### config.mk
export PLATFORM = sky130hd
export DESIGN_NAME = global_io_control_regs
export DESIGN_NICKNAME = d
export VERILOG_FILES = /design/src/hdl/global_io_pkg.sv /design/src/hdl/global_io_control_regs.sv
export VERILOG_INCLUDE_DIRS = /design/src /design/src/hdl
export SDC_FILE = /design/constraint.sdc
export NUM_CORES = 1
export LEC_CHECK = 0
export ABC_AREA = 0
export BUFFER_PORTS_ARGS = -buffer_cell sky130_fd_sc_hd__buf_2
export CORE_MARGIN = 8
export CORE_UTILIZATION = 38
export CTS_CLUSTER_DIAMETER = 80
export DETAILED_ROUTE_END_ITERATION = 6
export PLACE_DENSITY = 0.72
export SYNTH_ARGS = -nofsm -noshare
export SYNTH_HDL_FRONTEND = slang
export SYNTH_SLANG_ARGS = --single-unit
### constraint.sdc
create_clock -name hclk -period 2.25 [get_ports hclk]
set_clock_uncertainty 0.05 [all_clocks]
set_input_delay 0.45 -clock hclk [delete_from_list [all_inputs] [get_ports hclk]]
set_output_delay 0.45 -clock hclk [all_outputs]
set_load 0.01 [all_outputs]
### src/hdl/global_io_params.svh
/*
 * Offsets, field positions, reset values and timing counts of the global I/O control registers.
 * Assumes a 32-bit AHB-Lite slave where each register takes one aligned word.
 */
`ifndef GLOBAL_IO_PARAMS_SVH
`define GLOBAL_IO_PARAMS_SVH

// Printed offsets are register indices; byte address is four times the index
`define CLKCTL_INDEX 12'h103
`define IBACTL_INDEX 12'h104
`define DRIVE_INDEX 12'h10d

// Output clock control fields
`define CLKCTL_FREQ_BIT 0
`define CLKCTL_EN_BIT 1
`define CLKCTL_RW_MASK 8'h1f
`define CLKCTL_RESET 8'h02

// In-band management control fields
`define IBA_EN_BIT 31
`define IBA_MATCH_BIT 30
`define IBA_RST_BIT 29
`define IBA_PRIO_HI 23
`define IBA_PRIO_LO 22
`define IBA_PORT_HI 18
`define IBA_PORT_LO 16
`define IBA_TYPE_HI 15
`define IBA_TYPE_LO 0
`define IBA_RW_MASK 32'hc0c7ffff
`define IBA_RESET 32'h004540fe

// Drive strength fields
`define DRV_HIGH_HI 6
`define DRV_HIGH_LO 4
`define DRV_LOW_HI 2
`define DRV_LOW_LO 0
`define DRIVE_RESET 8'h62

// Length of the in-band engine reset pulse in core cycles
`define IBA_RST_CYCLES 1

`endif

### src/hdl/global_io_pkg.sv
/*
 * Types shared by the global I/O control register block.
 * Assumes the params header supplies the numbers.
 */
package global_io_pkg;
    // Data phase tracking of the bus slave
    typedef enum logic [2:0] {
        phase_idle_type_s = 3'b001,
        phase_write_type_s = 3'b010,
        phase_read_type_s = 3'b100
    } phase_type;

    typedef logic [31:0] word_type;
    typedef logic [2:0] code3_type;
endpackage : global_io_pkg

### src/hdl/global_io_control_regs.sv
/*
 * Global I/O control registers: reference clock output control, in-band management control
 * word and pad drive strength codes, reached over AHB-Lite with zero wait states.
 *
 * Word map (byte address is four times the word index):
 *   0x103 output clock control, low byte: rate bit 0, pin enable bit 1, spare 4:2, zero 7:5
 *   0x104 in-band control: enable 31, address match 30, engine reset 29 (reads zero),
 *         response queue 23:22, port code 18:16, frame type 15:0, other bits zero
 *   0x10d pad drive strength, low byte: high-speed code 6:4, low-speed code 2:0,
 *         spare 7 and 3
 *   Every other word reads zero and ignores writes.
 *
 * Only word-sized transfers are decoded; narrower ones are dropped without an error,
 * so software must use whole-word accesses. A write lands at the end of its data phase.
 * Read data is registered at the read's address phase; a write to the same word still
 * in its data phase is merged in, so a read straight after a write sees the new value.
 * Address bits above 13 are not decoded, so the bank repeats through the space.
 *
 * Assumes hclk is the switch core clock, hresetn the device reset, and the strap pin
 * stable around the release of reset. The engine reset output is a one-cycle pulse; the
 * engine must act on it within that cycle.
 */
// Local design decision: the AHB-Lite slave port.
// Notes on behaviour
// - Clock out driven only when enabled; bit0 rate
// - In-band enable resets from port 6 strap
// - Match bit enables destination address check
// - Reset bit pulses engine reset, self-clears
// - Bits 23:22 select response priority queue
// - Bits 18:16 select in-band port
// - Bits 15:0 hold writable EtherType value
// - Bits 6:4 give high-speed drive code
// - Bits 2:0 give low-speed drive code
`timescale 1ns/10ps
`include "global_io_params.svh"

module global_io_control_regs (
    input wire logic hclk, // Core clock, 40 MHz
    input wire logic hresetn, // Asynchronous reset, active low
    input wire logic hsel, // Slave select
    input wire logic [31:0] haddr, // Byte address
    input wire logic [1:0] htrans, // Transfer type
    input wire logic hwrite, // Write when high
    input wire logic [2:0] hsize, // Transfer size
    input wire logic hready, // Bus ready in
    input wire global_io_pkg::word_type hwdata, // Write data
    output global_io_pkg::word_type hrdata, // Read data, registered
    output logic hreadyout, // Always ready
    output logic hresp, // Always OKAY
    input wire logic port6_rx_valid_strap_pin, // Strap level for in-band enable
    output logic ref_clock_out_enable, // Drive the reference clock pin
    output logic ref_clock_out_fast, // 1 selects 125 MHz, 0 selects 25 MHz
    output logic in_band_access_enable, // In-band management enabled
    output logic in_band_access_match_enable, // Check destination address
    output logic in_band_access_reset, // One-cycle engine reset pulse
    output logic [1:0] in_band_access_queue, // Response priority queue
    output logic [2:0] in_band_access_port, // Port code, 110/111 reserved
    output logic [15:0] in_band_access_ethertype, // Frame type value
    output global_io_pkg::code3_type high_speed_drive, // Fast pad drive code
    output global_io_pkg::code3_type low_speed_drive // Slow pad drive code
);
    import global_io_pkg::*;

    // Reset images as constants, so that single fields can be sliced from them
    localparam logic [7:0] clk_reset_byte = `CLKCTL_RESET;
    localparam word_type iba_reset_word = `IBA_RESET;
    localparam logic [7:0] drive_reset_byte = `DRIVE_RESET;

    // Bus tracking and pulse state
    phase_type phase;
    logic [11:0] index;
    logic strap_done;
    logic reset_pulse;

    // Output clock control storage
    logic clk_rate;
    logic clk_enable;
    logic [2:0] clk_spare;

    // In-band control storage; the engine reset bit has no flop of its own
    logic iba_enable;
    logic iba_match;
    logic [1:0] iba_queue;
    logic [2:0] iba_port;
    logic [15:0] iba_type;

    // Pad drive strength storage
    code3_type drive_high;
    code3_type drive_low;
    logic [1:0] drive_spare;

    // Write strobes and register images as software reads them
    logic clk_write;
    logic iba_write;
    logic drive_write;
    logic [7:0] clk_image;
    word_type iba_image;
    logic [7:0] drive_image;

    // Word index decode used by both the write and read paths
    function automatic logic [11:0] word_index(input logic [31:0] addr);
        word_index = addr[13:2];
    endfunction : word_index

    // An address phase is taken only for active word-sized transfers
    function automatic logic addr_taken(input logic sel, input logic [1:0] trans, input logic [2:0] size);
        addr_taken = sel && trans[1] && size == 3'h2;
    endfunction : addr_taken

    // True while a write data phase targets the given word
    function automatic logic write_hit(input phase_type ph, input logic [11:0] idx,
            input logic [11:0] target);
        write_hit = ph == phase_write_type_s && idx == target;
    endfunction : write_hit

    // Software view of one word from the three images; every other word reads zero
    function automatic word_type read_view(input logic [11:0] idx, input logic [7:0] clk_img,
            input word_type iba_img, input logic [7:0] drive_img);
        case (idx)
            `CLKCTL_INDEX: begin
                read_view = {24'h000000, clk_img};
            end
            `IBACTL_INDEX: begin
                read_view = iba_img;
            end
            `DRIVE_INDEX: begin
                read_view = {24'h000000, drive_img};
            end
            default: begin
                read_view = 32'h0000_0000;
            end
        endcase
    endfunction : read_view

    // Address phase capture; narrower sizes fall back to idle and are dropped
    always_ff @(posedge hclk or negedge hresetn) begin
        if (!hresetn) begin
            phase <= phase_idle_type_s;
            index <= 12'h000;
        end else if (hready) begin
            if (addr_taken(hsel, htrans, hsize)) begin
                phase <= hwrite ? phase_write_type_s : phase_read_type_s;
                index <= word_index(haddr);
            end else begin
                phase <= phase_idle_type_s;
            end
        end
    end

    // Every word answers in one cycle, so the slave never stretches a transfer
    assign hreadyout = 1'b1;
    assign hresp = 1'b0;

    // Write strobes for the data phase of each register
    assign clk_write = write_hit(phase, index, `CLKCTL_INDEX);
    assign iba_write = write_hit(phase, index, `IBACTL_INDEX);
    assign drive_write = write_hit(phase, index, `DRIVE_INDEX);

    // Reference clock rate select
    always_ff @(posedge hclk or negedge hresetn) begin
        if (!hresetn) begin
            clk_rate <= clk_reset_byte[`CLKCTL_FREQ_BIT];
        end else if (clk_write) begin
            clk_rate <= hwdata[`CLKCTL_FREQ_BIT];
        end
    end

    // Reference clock pin enable; on from reset so the clock runs before software starts
    always_ff @(posedge hclk or negedge hresetn) begin
        if (!hresetn) begin
            clk_enable <= clk_reset_byte[`CLKCTL_EN_BIT];
        end else if (clk_write) begin
            clk_enable <= hwdata[`CLKCTL_EN_BIT];
        end
    end

    // Spare bits 4:2 keep what software writes and drive nothing
    always_ff @(posedge hclk or negedge hresetn) begin
        if (!hresetn) begin
            clk_spare <= clk_reset_byte[4:2];
        end else if (clk_write) begin
            clk_spare <= hwdata[4:2];
        end
    end

    // Strap is caught at the first edge after release, not in the reset branch
    always_ff @(posedge hclk or negedge hresetn) begin
        if (!hresetn) begin
            strap_done <= 1'b0;
        end else begin
            strap_done <= 1'b1;
        end
    end

    // In-band enable: strap value at the first edge after reset, software after that.
    // A write on that same edge wins, since software asked for it last.
    always_ff @(posedge hclk or negedge hresetn) begin
        if (!hresetn) begin
            iba_enable <= iba_reset_word[`IBA_EN_BIT];
        end else if (iba_write) begin
            iba_enable <= hwdata[`IBA_EN_BIT];
        end else if (!strap_done) begin
            iba_enable <= port6_rx_valid_strap_pin;
        end
    end

    // Destination address check enable
    always_ff @(posedge hclk or negedge hresetn) begin
        if (!hresetn) begin
            iba_match <= iba_reset_word[`IBA_MATCH_BIT];
        end else if (iba_write) begin
            iba_match <= hwdata[`IBA_MATCH_BIT];
        end
    end

    // Response priority queue; best left at its reset value
    always_ff @(posedge hclk or negedge hresetn) begin
        if (!hresetn) begin
            iba_queue <= iba_reset_word[`IBA_PRIO_HI:`IBA_PRIO_LO];
        end else if (iba_write) begin
            iba_queue <= hwdata[`IBA_PRIO_HI:`IBA_PRIO_LO];
        end
    end

    // In-band port code; reserved codes are stored as written and left to the engine
    always_ff @(posedge hclk or negedge hresetn) begin
        if (!hresetn) begin
            iba_port <= iba_reset_word[`IBA_PORT_HI:`IBA_PORT_LO];
        end else if (iba_write) begin
            iba_port <= hwdata[`IBA_PORT_HI:`IBA_PORT_LO];
        end
    end

    // Frame type value that marks in-band frames
    always_ff @(posedge hclk or negedge hresetn) begin
        if (!hresetn) begin
            iba_type <= iba_reset_word[`IBA_TYPE_HI:`IBA_TYPE_LO];
        end else if (iba_write) begin
            iba_type <= hwdata[`IBA_TYPE_HI:`IBA_TYPE_LO];
        end
    end

    // Self-clearing engine reset: a one-cycle pulse, the bit itself is never stored
    always_ff @(posedge hclk or negedge hresetn) begin
        if (!hresetn) begin
            reset_pulse <= 1'b0;
        end else begin
            reset_pulse <= iba_write && hwdata[`IBA_RST_BIT];
        end
    end

    // High-speed pad drive code
    always_ff @(posedge hclk or negedge hresetn) begin
        if (!hresetn) begin
            drive_high <= drive_reset_byte[`DRV_HIGH_HI:`DRV_HIGH_LO];
        end else if (drive_write) begin
            drive_high <= hwdata[`DRV_HIGH_HI:`DRV_HIGH_LO];
        end
    end

    // Low-speed pad drive code
    always_ff @(posedge hclk or negedge hresetn) begin
        if (!hresetn) begin
            drive_low <= drive_reset_byte[`DRV_LOW_HI:`DRV_LOW_LO];
        end else if (drive_write) begin
            drive_low <= hwdata[`DRV_LOW_HI:`DRV_LOW_LO];
        end
    end

    // Spare bits 7 and 3 are plain storage with no effect
    always_ff @(posedge hclk or negedge hresetn) begin
        if (!hresetn) begin
            drive_spare[1] <= drive_reset_byte[7];
            drive_spare[0] <= drive_reset_byte[3];
        end else if (drive_write) begin
            drive_spare[1] <= hwdata[7];
            drive_spare[0] <= hwdata[3];
        end
    end

    // Register images; reserved read-only bits and the engine reset bit read zero.
    // The enable shows the strap on the capture edge so an early read is not stale.
    assign clk_image = {3'b000, clk_spare, clk_enable, clk_rate};
    assign iba_image = {strap_done ? iba_enable : port6_rx_valid_strap_pin, iba_match, 6'h00, iba_queue,
        3'h0, iba_port, iba_type};
    assign drive_image = {drive_spare[1], drive_high, drive_spare[0], drive_low};

    // Read data registered at the address phase so it stands through the data phase.
    // A write to the same word still in its data phase is merged in; without it a
    // back-to-back write then read would return the old value.
    always_ff @(posedge hclk or negedge hresetn) begin
        if (!hresetn) begin
            hrdata <= 32'h0000_0000;
        end else if (hready && addr_taken(hsel, htrans, hsize) && !hwrite) begin
            if (write_hit(phase, index, word_index(haddr))) begin
                hrdata <= read_view(word_index(haddr), hwdata[7:0] & `CLKCTL_RW_MASK, hwdata & `IBA_RW_MASK,
                    hwdata[7:0]);
            end else begin
                hrdata <= read_view(word_index(haddr), clk_image, iba_image, drive_image);
            end
        end
    end

    // Reference clock pin controls
    assign ref_clock_out_enable = clk_enable;
    assign ref_clock_out_fast = clk_rate;

    // In-band management controls
    assign in_band_access_enable = iba_enable;
    assign in_band_access_match_enable = iba_match;
    assign in_band_access_reset = reset_pulse;
    assign in_band_access_queue = iba_queue;
    assign in_band_access_port = iba_port;
    assign in_band_access_ethertype = iba_type;

    // Pad drive codes
    assign high_speed_drive = drive_high;
    assign low_speed_drive = drive_low;
endmodule : global_io_control_regs

---- Word level (Yosys, flattened, before mapping) ----
Index checks and enable logic that the tools add are counted.
word-level totals
  register bits ........................... 85
  bits of input ports ..................... 75
  output and inout bits ................... 66
  word-level logic and storage cells ...... 43
cells by class
  eq/ne operators ......................... 9
  mux-type cells .......................... 7
  reductions and logical operators ........ 11
operator list
  operator             number
  $pmux 32 s3          2
  $eq 12x9->1 const B  6
  $mux 32              1
  $eq 12x12->1         1
  $logic_and 1x1->1    9
  $eq 3x2->1 const B   2
  $mux 3               2
  $mux 1               2
  $reduce_and 2->1     1
  $logic_not 1->1      1

---- Logic depth before layout (Yosys ltp) ----
  depth after elaboration ................. 4
  mapped depth ............................ 7
  depth with buffers taken out ............ 5

---- Worst setup path after synthesis ----
OpenSTA, ideal clock, no wires.
  kind .................................... in2reg
  start ................................... in haddr[2]
  end ..................................... reg hrdata[8]
  setup time .............................. 0.122 ns
  data arrival time ....................... 1.806 ns
  required time ........................... 2.078 ns
  path slack .............................. 0.272 ns
  stages on the path ...................... 7
  buffers on the path ..................... 2
  path through ............................ buf_6 xnor2_2 nand3_2 nor4_4 buf_6 mux2i_1 o21ai_2
on the way
  word-level cells in the longest chain between the ends .. 3
  elaborated cells between the ends (all ways) .. 8
  classes of those cells .................. eq/ne: 4; mux: 3; reduce/logical: 1
ends and longest elaborated chain
  item                                                     RTL line                                                      source
  start: declaration                                       global_io_control_regs.sv:41                                  input wire logic [31:0] haddr,
  $eq 12x9->1 / $eq 12x12->1 (equally long branches)       global_io_control_regs.sv:119, global_io_control_regs.sv:113
  $pmux 32 s3 / $logic_and 1x1->1 (equally long branches)  global_io_control_regs.sv:119, global_io_control_regs.sv:113
  $mux 32 *                                                global_io_control_regs.sv:295                                 if (write_hit(phase, index, word_index(haddr))) begin
  end signal: assignment                                   global_io_control_regs.sv:296                                 hrdata <= read_view(word_index(haddr), hwdata[7:0] & `CLKCTL_RW_MASK, hwdata & `IBA_RW_MASK,
  end signal: assignment                                   global_io_control_regs.sv:299                                 hrdata <= read_view(word_index(haddr), clk_image, iba_image, drive_image);
  end: declaration                                         global_io_control_regs.sv:47                                  output global_io_pkg::word_type hrdata,
Mark *: on every way between the ends. The rest lies on a longest branch, timed or not.
A chain may end at the register's enable or synchronous reset.

---- Worst setup path after layout ----
  start ................................... reg index[4]
  end ..................................... reg clk_rate, in the netlist ref_clock_out_fast
on the way
  word-level cells in the longest chain between the ends .. 2
ends and longest elaborated chain
  item                      RTL line                       source
  start: declaration        global_io_control_regs.sv:71   logic [11:0] index;
  start signal: assignment  global_io_control_regs.sv:143  index <= word_index(haddr);
  $eq 12x9->1               global_io_control_regs.sv:113  write_hit = ph == phase_write_type_s && idx == target;
  $logic_and 1x1->1         global_io_control_regs.sv:113
  end signal: assignment    global_io_control_regs.sv:162  clk_rate <= clk_reset_byte[`CLKCTL_FREQ_BIT];
  end signal: assignment    global_io_control_regs.sv:164  clk_rate <= hwdata[`CLKCTL_FREQ_BIT];
  end: declaration          global_io_control_regs.sv:76   logic clk_rate;
Every way passes these cells.

==> flow_metrics.env <==
export IMPL_final_util=0.478
export IMPL_layout_drive_gt1_share=0.501
export IMPL_end_kind="register"
export IMPL_startpoint_type="register"
export IMPL_core_area_um2=9680
export IMPL_critPathMaxStageDelay_ns=0.58
export IMPL_clk_latency_ns=0.34
export IMPL_final_cells=538
export IMPL_fin_crit_ns=1.99
export IMPL_gp_congestion=0.774
export IMPL_wl_per_cell_um=16.2
export IMPL_final_nets=475
export IMPL_chipWidth_um=115
export IMPL_maxCapViolCount=0
export IMPL_cp_num_buf_inv=0
export IMPL_rsz0062_at_grt="no"
export IMPL_placed_cells=521
export IMPL_outcome="completed"
export IMPL_grt_pass1_wl_um=14100
export IMPL_power_density_nw_per_um2=663
export IMPL_synthArstFlopShare=1.00
export IMPL_rows=36
export IMPL_synthFlopType="dfrtp_1"
export IMPL_regToRegEndpoint="ref_clock_out_fast"
export IMPL_grt_usage=0.135
export IMPL_finalWorstSetupSlack_ns=0.261
export IMPL_final_antenna_net_count=0
export IMPL_path_delay_family="simple AND/OR/NAND/NOR gates"
export IMPL_crit_arrival_ns=2.16
export IMPL_drc=0
export IMPL_yosysUniqueCellTypes=45
export IMPL_viasPerCell=4.77
export IMPL_port_buffers=100
export IMPL_avgSynthCellArea_um2=12.9
export IMPL_critical_path_required_ns=2.42
export IMPL_io_pins=141
export IMPL_area_growth_syn_to_layout_pct=23.2
export IMPL_relSlewSlack=0.542
export IMPL_drtIter0Drc=70
export IMPL_synth_area_um2=3750
export IMPL_hpwl_um=6460
export IMPL_finalSetupViolations=0
export IMPL_cts_clk_slew_worst_paths_ns=0.08
export IMPL_synth_seq_area_share=0.512
export IMPL_vdd_drop_max_mv=0.380
export IMPL_start_util=0.388
export IMPL_first_global_vias=2779
export IMPL_htreeDepth=3
export IMPL_antenna_found_initial=0
export IMPL_diodes=0
export IMPL_dp_slack_ns=0.115
export IMPL_fin_tns_setup_ns=0
export IMPL_hold_viol_final=0
export IMPL_dr_pass1_iters=4
export IMPL_slew_violations=0
export IMPL_yosysWarnings=0
export IMPL_tightestPinTransition_ns=0.681
export IMPL_fin_crit_sh=0.884
export IMPL_p_leak_nw=2.22
export IMPL_cts_sinks=76
export IMPL_hold_end="phase[2]"
export IMPL_cp_max_fo=5
export IMPL_final_cell_mix="buf_2 (99), dfrtp_1 (60), nand2_1 (37)"
export IMPL_grt_max_degree=46
export IMPL_routed_wl_um=8710
export IMPL_hold_class="primary input to register"
export IMPL_holdPathStages=2
export IMPL_ff2ff_path_depth=4
export IMPL_dieArea_um2=13300
export IMPL_cts_tree="yes"
export IMPL_synth_seq_cells=76
export IMPL_critical_path_class="register to register"
export IMPL_grt_overflow_total=0
export IMPL_synth_edff_count=0
export IMPL_fmax_mhz=503
export IMPL_die_h_um=115
export IMPL_cts_buffers_inserted=9
export IMPL_crit_slowest_cell="or4_4"
export IMPL_vias=2566
export IMPL_r2r_start="index[4]"
export IMPL_hold_slack_ns=0.276
export IMPL_r2r_setup_slack_ns=0.26
export IMPL_cts_buffer_depth=2
export IMPL_layout_commonest_cell="buf_2"
export IMPL_synthCells=292
export IMPL_clockRootBuffer="clkbuf_8"
export IMPL_path_cells="nor4_4 -> nand3_2 -> or4_4 -> mux2_4"
export IMPL_min_delay_start="hready"
## registers in the layout, indices dropped and copies added (netlist names)
signal and cells:
strap_done 1, hrdata 23, ref_clock_out_fast 1, in_band_access_enable 1
high_speed_drive 3, index 12, in_band_access_port 3, in_band_access_match_enable 1
drive_spare 2, in_band_access_queue 2, in_band_access_reset 1, low_speed_drive 3
in_band_access_ethertype 16, ref_clock_out_enable 1, clk_spare 3, phase 3
## layer usage
layer / track usage / share of wire
met5: 0 / 0
met2: 0.228 / 0.49
met3: 0.0499 / 0.084
met1: 0.158 / 0.42
met4: 0.0333 / 0.0072
## through the flow
| stage | instance area (um2) | power, mW |
|---|---|---|
| 2_1_floorplan | 3790 | 1.77 |
| 3_3_place_gp | 4380 | 1.89 |
| 3_5_place_dp | 4380 | 1.90 |
| 4_1_cts | 4630 | 3.12 |
| 5_1_grt | 4630 | 3.21 |
| 6_report | 4630 | 3.07 |
## repair_timing
action | in CTS | in global routing
hold endpoints to repair | 12 | 0
gates resized for setup | 0 | 0
endpoints found under the setup margin | 0 | 0
buffers inserted | 0 | 0
hold buffers | 1 | 0
## power by group
part / total, mW / leakage [nW] / switching [mW] / internal (mW)
sequential: 1.53 / 0.952 / 0.0806 / 1.45
combinational: 0.349 / 1.15 / 0.163 / 0.187
clock: 1.19 / 0.122 / 0.480 / 0.712
total: 3.07 / 2.22 / 0.723 / 2.34
## layout make-up
class | count | area (um2)
Multi-Input combinational cell | 198 | 1660
Sequential cell | 76 | 1920
Inverter | 3 | 11.3
Fill cell | 903 | 5060
Clock buffer | 12 | 165
Clock inverter | 4 | 70.1
Tap cell | 133 | 166
Timing Repair Buffer | 112 | 633
## worst max path at each step
stage / from / endpoint / slack [ns] / cells after the start
global placement: haddr[4] / hrdata[1] / 0.13 / 7
floorplan: haddr[2] / hrdata[8] / 0.27 / 7
detailed placement: haddr[4] / hrdata[0] / 0.11 / 7
CTS: index[9] / ref_clock_out_fast / 0.24 / 4
finish: index[4] / ref_clock_out_fast / 0.26 / 4
global route: index[9] / ref_clock_out_fast / 0.19 / 4
## cells in the mapped netlist (all sizes together), types with 2 or more instances
cell type  instances  area (um2)
dfrtp             60        1500
mux2              47         616
nand2             37         139
mux2i             23         230
buf               22         194
o21ai             20         104
dfstp             16         420
xnor2             13         121
a22oi              8        60.1
nor2               6        32.5
a22o               4        35.0
nor4               4        55.1
nor4b              4        56.3
clkbuf             3        11.3
inv                3        11.3
nand3              3        25.0
nand4              3        18.8
conb               2        7.51
nand4b             2        17.5
or4                2        18.8
## logic make-up (layout without fill, tap and decap cells)
family                    after synthesis  after routing  synth area share
DFF                                    76             76             0.512
muxes                                  70             70             0.225
and+or+nand+nor                        68             68             0.112
AOI/OAI and AO/OA                      35             35            0.0586
buffers and inverters                  28            131            0.0576
xor gates and xnor gates               13             13            0.0323
other                                   2             12           0.00200
Note: power is estimated with default switching activity, not from simulation.
